===== src/hw/wdit_pkg.sv =====
// Purpose: shared constants and types of the watchdog / interval timer
// Assumes: APB with 32-bit data, registers one aligned word each
// Notes:   printed offsets are register indices; byte address is four times the index
package wdit_pkg;

  // bus geometry
  localparam int              ADDR_W      = 20;
  localparam int              DATA_W      = 32;

  // printed register indices and their byte addresses
  localparam logic [15:0]     CS_INDEX    = 16'hff42;
  localparam logic [15:0]     MODE_INDEX  = 16'hfff9;
  localparam logic [ADDR_W-1:0] CS_ADDR   = {2'h0, CS_INDEX, 2'h0};
  localparam logic [ADDR_W-1:0] MODE_ADDR = {2'h0, MODE_INDEX, 2'h0};

  // event and readback registers
  localparam logic [ADDR_W-1:0] STAT_ADDR = 20'h00000;
  localparam logic [ADDR_W-1:0] IEN_ADDR  = 20'h00004;
  localparam logic [ADDR_W-1:0] ICLR_ADDR = 20'h00008;
  localparam logic [ADDR_W-1:0] CNT_ADDR  = 20'h0000c;

  // field positions
  localparam int              CS_W        = 3;
  localparam int              MODE_RUN    = 7;
  localparam int              MODE_HI     = 4;
  localparam int              MODE_LO     = 3;

  // reset values
  localparam logic [CS_W-1:0] CS_RESET    = 3'h0;
  localparam logic            MODE_RESET  = 1'h0;
  localparam logic [2:0]      EV_RESET_V  = 3'h0;

  // timing: prescaler taps fx/16..fx/1024, 128 ticks to overflow
  localparam int              PRE_W       = 10;
  localparam int              CNT_W       = 7;
  localparam int              TAP_BASE    = 4;
  localparam int              TAP_STEP    = 2;

  // event bit positions
  localparam int              EV_W        = 3;
  localparam int              EV_INTERVAL = 0;
  localparam int              EV_NMI      = 1;
  localparam int              EV_SYSRST   = 2;

  typedef enum logic [3:0] {
    WDIT_MODE_STOP     = 4'b0001,
    WDIT_MODE_INTERVAL = 4'b0010,
    WDIT_MODE_NMI      = 4'b0100,
    WDIT_MODE_RESET    = 4'b1000
  } wdit_mode_t;

  typedef enum logic [1:0] {
    WDIT_BUS_IDLE = 2'b01,
    WDIT_BUS_ACK  = 2'b10
  } wdit_bus_t;

endpackage


===== src/hw/wdit_counter.sv =====
// Purpose: overflow counter of the watchdog, 128 prescaled ticks per period
// Assumes: tick is a one-cycle pulse from the prescaler
// Notes:   clear beats tick; overflow is combinational for the caller to register
`timescale 1ns/1ps
`default_nettype none
module wdit_counter
  import wdit_pkg::*;
#(
  parameter int CW = wdit_pkg::CNT_W
) (
  input  wire logic          pclk,
  input  wire logic          presetn,
  input  wire logic          clear,
  input  wire logic          tick,
  output logic [CW-1:0]      count,
  output logic               overflow
);

  logic [CW-1:0] cnt_q;

  always_ff @(posedge pclk or negedge presetn) begin
    if (!presetn) begin
      cnt_q <= '0;
    end else if (clear) begin
      cnt_q <= '0;
    end else if (tick) begin
      cnt_q <= cnt_q + 1'b1;
    end
  end

  assign count    = cnt_q;
  assign overflow = tick & (&cnt_q) & ~clear;
endmodule // wdit_counter
`default_nettype wire


===== src/hw/wdit_prescaler.sv =====
// Purpose: main-clock prescaler with four selectable taps, counting only while enable is high
// Assumes: pclk is the main system clock
// Notes:   never cleared by a restart, only by reset
`timescale 1ns/1ps
`default_nettype none
module wdit_prescaler
  import wdit_pkg::*;
#(
  parameter int PW = wdit_pkg::PRE_W
) (
  input  wire logic       pclk,
  input  wire logic       presetn,
  input  wire logic       enable,
  input  wire logic [1:0] sel,
  output logic            tick
);

  logic [PW-1:0] pre_q;
  logic [3:0]    hit;

  always_ff @(posedge pclk or negedge presetn) begin
    if (!presetn) begin
      pre_q <= '0;
    end else if (enable) begin
      pre_q <= pre_q + 1'b1;
    end
  end

  // tap g fires once every 2^(4+2g) clocks: fx/16, /64, /256, /1024
  genvar g;
  for (g = 0; g < 4; g++) begin : g_tap
    assign hit[g] = &pre_q[TAP_BASE + TAP_STEP*g - 1:0];
  end

  assign tick = enable & hit[sel];

endmodule // wdit_prescaler
`default_nettype wire


===== src/hw/wdit_top.sv =====
// Purpose: watchdog timer that doubles as interval timer, APB register slave
// Assumes: pclk is the main system clock; power-mode inputs are pclk-synchronous
// Notes:   interrupt controller, cpu clock select and reset generator sit outside
`timescale 1ns/1ps
`default_nettype none
// How it works
// - clock select picks fx/16, /64, /256, /1024; other codes are prohibited.
// - mode register takes bit or byte writes, reset clears it.
// - reset clears clock select, giving the shortest period.
// - writing run clears the counter and restarts; run low keeps it stopped.
// - once run is set, writes of zero are ignored until reset.
// - mode 00 stop, 01 interval irq, 10 nmi, 11 system reset.
// - each mode bit sticks at one until reset.
// - watchdog overflow gives system reset if low mode bit, else nmi.
// - interval mode raises the maskable interval interrupt on every overflow.
// - counting continues in halt and stops in stop mode.
// - no counting while the cpu runs from the subsystem clock.
// - restart clears the counter only, the prescaler keeps running.
// - selecting watchdog with overflow request flag set raises nmi at once.
module wdit_top
  import wdit_pkg::*;
(
  input  wire logic                      pclk,
  input  wire logic                      presetn,
  input  wire logic                      psel,
  input  wire logic                      penable,
  input  wire logic                      pwrite,
  input  wire logic [wdit_pkg::ADDR_W-1:0] paddr,
  input  wire logic [wdit_pkg::DATA_W-1:0] pwdata,
  input  wire logic [3:0]                pstrb,
  output logic      [wdit_pkg::DATA_W-1:0] prdata,
  output logic                           pready,
  output logic                           pslverr,
  input  wire logic                      stop_mode,
  input  wire logic                      cpu_on_subclock,
  input  wire logic                      overflow_request_flag,
  input  wire logic                      interval_interrupt_mask,
  output logic                           interval_interrupt,
  output logic                           nmi_request,
  output logic                           system_reset_request,
  output logic                           irq
);

  // bus side
  wdit_bus_t             bus_q;
  logic                  pready_q;
  logic                  pslverr_q;
  logic [DATA_W-1:0]     prdata_q;
  logic                  access;
  logic                  done;
  logic                  prep;
  logic                  wr;
  logic                  lane0;
  logic                  hit_cs;
  logic                  hit_mode;
  logic                  hit_stat;
  logic                  hit_ien;
  logic                  hit_iclr;
  logic                  hit_cnt;
  logic                  mapped;
  logic [DATA_W-1:0]     rdata_d;

  // control registers
  logic [CS_W-1:0]       cs_q;
  logic                  run_q;
  logic                  mode_high_bit_q;
  logic                  mode_low_bit_q;
  logic                  wr_mode;
  logic                  restart;
  wdit_mode_t            mode;

  // counting
  logic                  count_en;
  logic                  tick;
  logic [CNT_W-1:0]      count;
  logic                  ovf_raw;
  logic                  ovf;

  // events and interrupt
  logic                  ev_interval;
  logic                  ev_nmi;
  logic                  ev_sysrst;
  logic                  nmi_on_select;
  logic [EV_W-1:0]       ev_vec;
  logic [EV_W-1:0]       clr_vec;
  logic [EV_W-1:0]       stat_q;
  logic [EV_W-1:0]       ien_q;
  logic                  irq_q;
  logic                  interval_interrupt_q;
  logic                  nmi_request_q;
  logic                  system_reset_request_q;

  assign access = psel & penable;
  assign done   = access & pready_q;
  assign prep   = access & ~pready_q;
  assign wr     = done & pwrite;
  // byte-wide registers live in lane 0; writes without it are dropped
  assign lane0  = pstrb[0];

  always_comb begin
    hit_cs   = (paddr == CS_ADDR);
    hit_mode = (paddr == MODE_ADDR);
    hit_stat = (paddr == STAT_ADDR);
    hit_ien  = (paddr == IEN_ADDR);
    hit_iclr = (paddr == ICLR_ADDR);
    hit_cnt  = (paddr == CNT_ADDR);
    mapped   = hit_cs | hit_mode | hit_stat | hit_ien | hit_iclr | hit_cnt;
  end

  // unmapped and reserved bits read as zero
  always_comb begin
    rdata_d = '0;
    if (hit_cs) begin
      rdata_d[CS_W-1:0] = cs_q;
    end else if (hit_mode) begin
      rdata_d[MODE_RUN] = run_q;
      rdata_d[MODE_HI]  = mode_high_bit_q;
      rdata_d[MODE_LO]  = mode_low_bit_q;
    end else if (hit_stat) begin
      rdata_d[EV_W-1:0] = stat_q;
    end else if (hit_ien) begin
      rdata_d[EV_W-1:0] = ien_q;
    end else if (hit_cnt) begin
      rdata_d[CNT_W-1:0] = count;
    end
  end

  // one wait state: data is prepared in the first access cycle
  always_ff @(posedge pclk or negedge presetn) begin
    if (!presetn) begin
      bus_q     <= WDIT_BUS_IDLE;
      pready_q  <= 1'b0;
      pslverr_q <= 1'b0;
      prdata_q  <= '0;
    end else begin
      case (bus_q)
        WDIT_BUS_IDLE: begin
          if (prep) begin
            bus_q     <= WDIT_BUS_ACK;
            pready_q  <= 1'b1;
            pslverr_q <= ~mapped;
            prdata_q  <= pwrite ? '0 : rdata_d;
          end
        end
        WDIT_BUS_ACK: begin
          bus_q     <= WDIT_BUS_IDLE;
          pready_q  <= 1'b0;
          pslverr_q <= 1'b0;
        end
        default: begin
          bus_q     <= WDIT_BUS_IDLE;
          pready_q  <= 1'b0;
          pslverr_q <= 1'b0;
        end
      endcase
    end
  end

  // clock select: prohibited codes are stored, only bits 2:1 steer the tap
  always_ff @(posedge pclk or negedge presetn) begin
    if (!presetn) begin
      cs_q <= CS_RESET;
    end else if (wr && hit_cs && lane0) begin
      cs_q <= pwdata[CS_W-1:0];
    end
  end

  // mode register: a bit write is a byte write of the read-back value,
  // which the sticky bits make harmless
  assign wr_mode = wr & hit_mode & lane0;
  assign restart = wr_mode & pwdata[MODE_RUN];

  always_ff @(posedge pclk or negedge presetn) begin
    if (!presetn) begin
      run_q           <= MODE_RESET;
      mode_high_bit_q <= MODE_RESET;
      mode_low_bit_q  <= MODE_RESET;
    end else if (wr_mode) begin
      run_q           <= run_q | pwdata[MODE_RUN];
      mode_high_bit_q <= mode_high_bit_q | pwdata[MODE_HI];
      mode_low_bit_q  <= mode_low_bit_q | pwdata[MODE_LO];
    end
  end

  always_comb begin
    case ({mode_high_bit_q, mode_low_bit_q})
      2'b00:   mode = WDIT_MODE_STOP;
      2'b01:   mode = WDIT_MODE_INTERVAL;
      2'b10:   mode = WDIT_MODE_NMI;
      2'b11:   mode = WDIT_MODE_RESET;
      default: mode = WDIT_MODE_STOP;
    endcase
  end

  // halt is not an input: the count simply keeps going through it
  assign count_en = run_q & (mode != WDIT_MODE_STOP)
                  & ~stop_mode
                  & ~cpu_on_subclock;

  wdit_prescaler #(
    .PW (PRE_W)
  ) u_prescaler (
    .pclk    (pclk),
    .presetn (presetn),
    .enable  (count_en),
    .sel     (cs_q[2:1]),
    .tick    (tick)
  );

  wdit_counter #(
    .CW (CNT_W)
  ) u_counter (
    .pclk     (pclk),
    .presetn  (presetn),
    .clear    (restart),
    .tick     (tick),
    .count    (count),
    .overflow (ovf_raw)
  );

  // a refresh in the overflow cycle wins over the overflow
  assign ovf = ovf_raw & ~restart;

  // flag is owned by the interrupt controller; sampled here as it stands
  assign nmi_on_select = wr_mode & pwdata[MODE_HI] & ~mode_high_bit_q
                       & overflow_request_flag;

  always_comb begin
    ev_interval = ovf & (mode == WDIT_MODE_INTERVAL);
    ev_nmi      = (ovf & (mode == WDIT_MODE_NMI)) | nmi_on_select;
    ev_sysrst   = ovf & (mode == WDIT_MODE_RESET);
    ev_vec      = '0;
    ev_vec[EV_INTERVAL] = ev_interval;
    ev_vec[EV_NMI]      = ev_nmi;
    ev_vec[EV_SYSRST]   = ev_sysrst;
  end

  always_ff @(posedge pclk or negedge presetn) begin
    if (!presetn) begin
      interval_interrupt_q   <= 1'b0;
      nmi_request_q          <= 1'b0;
      system_reset_request_q <= 1'b0;
    end else begin
      interval_interrupt_q   <= ev_interval & ~interval_interrupt_mask;
      nmi_request_q          <= ev_nmi;
      system_reset_request_q <= ev_sysrst;
    end
  end

  // sticky status, set beats clear in the same cycle
  assign clr_vec = (wr && hit_iclr && lane0) ? pwdata[EV_W-1:0] : '0;

  always_ff @(posedge pclk or negedge presetn) begin
    if (!presetn) begin
      stat_q <= EV_RESET_V;
      ien_q  <= EV_RESET_V;
    end else begin
      stat_q <= (stat_q & ~clr_vec) | ev_vec;
      if (wr && hit_ien && lane0) begin
        ien_q <= pwdata[EV_W-1:0];
      end
    end
  end

  always_ff @(posedge pclk or negedge presetn) begin
    if (!presetn) begin
      irq_q <= 1'b0;
    end else begin
      irq_q <= |(stat_q & ien_q);
    end
  end

  assign prdata               = prdata_q;
  assign pready               = pready_q;
  assign pslverr              = pslverr_q;
  assign interval_interrupt   = interval_interrupt_q;
  assign nmi_request          = nmi_request_q;
  assign system_reset_request = system_reset_request_q;
  assign irq                  = irq_q;
endmodule // wdit_top
`default_nettype wire


===== config.mk =====
export PLATFORM = sky130hd
export DESIGN_NAME = wdit_top
export DESIGN_NICKNAME = d
export VERILOG_FILES = /design/src/hw/wdit_pkg.sv /design/src/hw/wdit_counter.sv /design/src/hw/wdit_prescaler.sv /design/src/hw/wdit_top.sv
export SDC_FILE = /design/constraint.sdc
export NUM_CORES = 1
export LEC_CHECK = 0
export BUFFER_PORTS_ARGS = -buffer_cell sky130_fd_sc_hd__buf_4
export CORE_MARGIN = 2
export CORE_UTILIZATION = 29
export DETAILED_ROUTE_END_ITERATION = 12
export PLACE_DENSITY = 0.63
export SLEW_MARGIN = 20
export SYNTH_ARGS = -nofsm -noshare
export SYNTH_HDL_FRONTEND = slang
export SYNTH_HIERARCHICAL = 1
export SYNTH_SLANG_ARGS = --single-unit

===== constraint.sdc =====
create_clock -name pclk -period 3.33 [get_ports pclk]
set_input_delay 0.666 -clock pclk [delete_from_list [all_inputs] [get_ports pclk]]
set_output_delay 0.666 -clock pclk [all_outputs]
set_load 0.02 [all_outputs]

==> summary.txt <==
outcome -> completed
Hold WC Path Type -> primary input to asynchronous set/reset pin
PostCTS Resize Cnt -> 0
layout cells sized above 1 -> 27.6%
Lkg Pwr -> 0.00142 uW
Async S/R FF share, synth -> 100%
WHS -> 0.359 ns
syn_area_per_cell -> 10.3 sq um
worst vdd rail ir drop -> 135 uV
Post-Syn Area -> 0.00244 sq mm
Peak Freq -> 361 MHz
Yosys top cell area share -> 44.1%
cells taking the most area after synthesis -> dfrtp_1 44%, buf_4 7.7%, nand3_1 3.5%
setup TNS -> 0 ns
Setup crit end -> stat_q[1]$_DFF_PN0_
CP startpoint kind -> flip-flop
CTS sink count -> 44
TritonCTS Buffers -> 5
vias in the first global route -> 1,871
Worst Setup End Kind -> flip-flop
Yosys top cell by area -> dfrtp_1
number of buffers added on ports -> 49
initial antenna violation count -> 0
critical path, cell by cell -> nor2_1 -> nor4b_1 -> nand4_1 -> nor2_1 -> o21a_1 -> nand3_2 -> nor4_1 -> nand3b_1 -> o21bai_1 -> a21o_1
number of synthesized flops with an enable pin -> 0
nets@finish -> 360
CP Data Required Time -> 3.56 ns
Die Height -> 95.8 microns
Final Total Pwr -> 959 uW
final worst-path cycle share -> 83.2%
iteration-0 DRC count of the detailed router -> 78
worst r2r dst -> stat_q[1]$_DFF_PN0_
critical path's top delay family -> simple AND/OR/NAND/NOR gates
Synth cell types -> 58
Die Wd -> 95.8 microns
DR WL/cell -> 13.7 microns
DRC errors left -> 0
reg2reg start -> mode_high_bit_q$_DFFE_PN0N_
Rel. slew slack -> 63.9%
first-pass GRT wire length -> 9.11 mm
setup slack, reg-to-reg -> 0.56 ns
YS warnings -> 6
peak per-stage delay on the critical path -> 0.48 ns
final WL -> 5.47 mm
total congestion overflow -> 0
clk_skew -> 0.00376 ns
register area share after synthesis -> 45.1%
CTS clk-pin slew, worst paths -> 0.08 ns
number of H-tree levels -> 2
final hold viol count -> 0
Die ar. -> 0.00917 sq mm
RSZ-0062 raised after global routing -> false
# Post-CTS Setup Buffers -> 0
CP arrival -> 3.00 ns
cells after synthesis -> 238
CTS tree -> yes
Tmin final -> 2.77 ns
Max-Cap Viols -> 0
Worst Tran Pin Value -> 0.536 ns
PD cells -> 327 mW/mm^2
Final HPWL DP -> 4.29 mm
critical path peak fanout -> 7
final setup vio count -> 0
Max clock buf depth -> 2
antenna-violating nets left -> 0
worst r2r path cells -> 10
GPL Wtd Cong -> 0.795
largest net degree at the start of global routing -> 45
Diodes inserted -> 0
Crit. path cell count -> 10
Commonest cells post-synth -> 43 x dfrtp_1, 25 x buf_4, 19 x nand2_1
CP Buf/Inv Count -> 0
core area -> 0.00818 sq mm
Final Max Slew Viols -> 0
# IOs -> 103
Via Count -> 1,931
Starting Density -> 29.9%
Critical Path Source -> mode_high_bit_q$_DFFE_PN0N_
most used flip-flop cell after synthesis -> dfrtp_1
drt pass-1 iters -> 4
total track usage -> 12.9%
vias per inst -> 4.85
P&R area growth vs syn -> 20.1%
Hold-fix buffers, CTS -> 0
synthesized flop and latch total -> 44
Slowest-stage cell, CP -> nor4_1
CP Class -> flip-flop to flip-flop
Most common cell on crit path -> nor2_1
clk_lat worst skew -> 0.29 ns
cell row count -> 33
Root Driver -> clkbuf_8
most frequent cell after synthesis -> dfrtp_1
==> flip-flops by register name, summed over array words and instances (netlist names), 2 cells and up <==
signal and count:
u_counter/count 7, prdata 8, bus_q 2, cs_q 3, u_prescaler/pre_q 10, stat_q 3
ien_q 3
==> per-stage QoR <==
step,worst slack [ns],cells,util (%),cell area (sq um)
floorplan,0.754,261,-,2530
global placement,0.304,391,34.9,2860
detailed placement,0.328,391,34.9,2860
CTS,0.579,398,35.9,2930
global route,0.196,398,35.9,2930
finish,0.559,398,35.9,2930
==> how the worst min path moves through the flow <==
stage	cells past startpoint	startpoint	slack, ns	end
final	1	presetn	0.36	prdata[5]$_DFFE_PN0P_
after global routing	1	presetn	0.40	prdata[5]$_DFFE_PN0P_
after CTS	1	presetn	0.38	prdata[5]$_DFFE_PN0P_
after detailed placement	1	u_prescaler/pre_q[9]$_DFFE_PN0P_	0.46	u_prescaler/pre_q[9]$_DFFE_PN0P_
after global placement	1	u_prescaler/pre_q[9]$_DFFE_PN0P_	0.45	u_prescaler/pre_q[9]$_DFFE_PN0P_
after floorplan	0	presetn	0.37	bus_q[1]$_DFFE_PN0P_
==> power breakdown <==
| part | internal (uW) | switching [uW] | leakage, uW |
|---|---|---|---|
| clock | 143 | 169 | 0.0000410 |
| combinational | 39.8 | 67.9 | 0.000780 |
| sequential | 537 | 2.27 | 0.000599 |
==> worst reg2reg max path, stage by stage, from the launching register on <==
cell and delay (ns):
dfrtp_1 0.46, nor2_1 0.11, nor4b_1 0.40, nand4_1 0.23, nor2_1 0.25, o21a_1 0.20, nand3_2 0.10, nor4_1 0.48
nand3b_1 0.13, o21bai_1 0.24, a21o_1 0.11
==> cell usage in the layout (no fill, tap or decap), drive strengths merged, types with 8 or more instances in the layout <==
master / instances
buf: 54
dfrtp: 43
conb: 24
nand2: 21
nand3: 19
nor2: 16
o21ai: 9
xor2: 8
nor4: 8
==> kinds of logic after synthesis <==
kind of cell,Yosys count,share of synthesized area [%]
flops,44,45.1
mux,7,3.18
compound gates,34,9.68
simple gates,101,26.5
xor+xnor,13,4.66
other cells,1,0.154
fa+ha+maj,2,1.02
buf+inv,36,9.68
==> metal layers <==
| layer | global-route usage (%) | share of wire, % |
|---|---|---|
| met1 | 18.9 | 46 |
| met2 | 18.9 | 44 |
| met3 | 3.60 | 10 |
| met4 | 2.86 | 0.71 |
| met5 | 0 | 0 |
==> area by class of cell <==
cell class                      instances  area [sq um]
Timing Repair Buffer                   54           405
Sequential cell                        44          1100
Tap cell                              105           131
Clock buffer                            6          72.6
Clock inverter                          1          5.00
Multi-Input combinational cell        181          1190
Inverter                                7          26.3
Fill cell                             842          5240
Note: power is estimated with default switching activity, not from simulation.
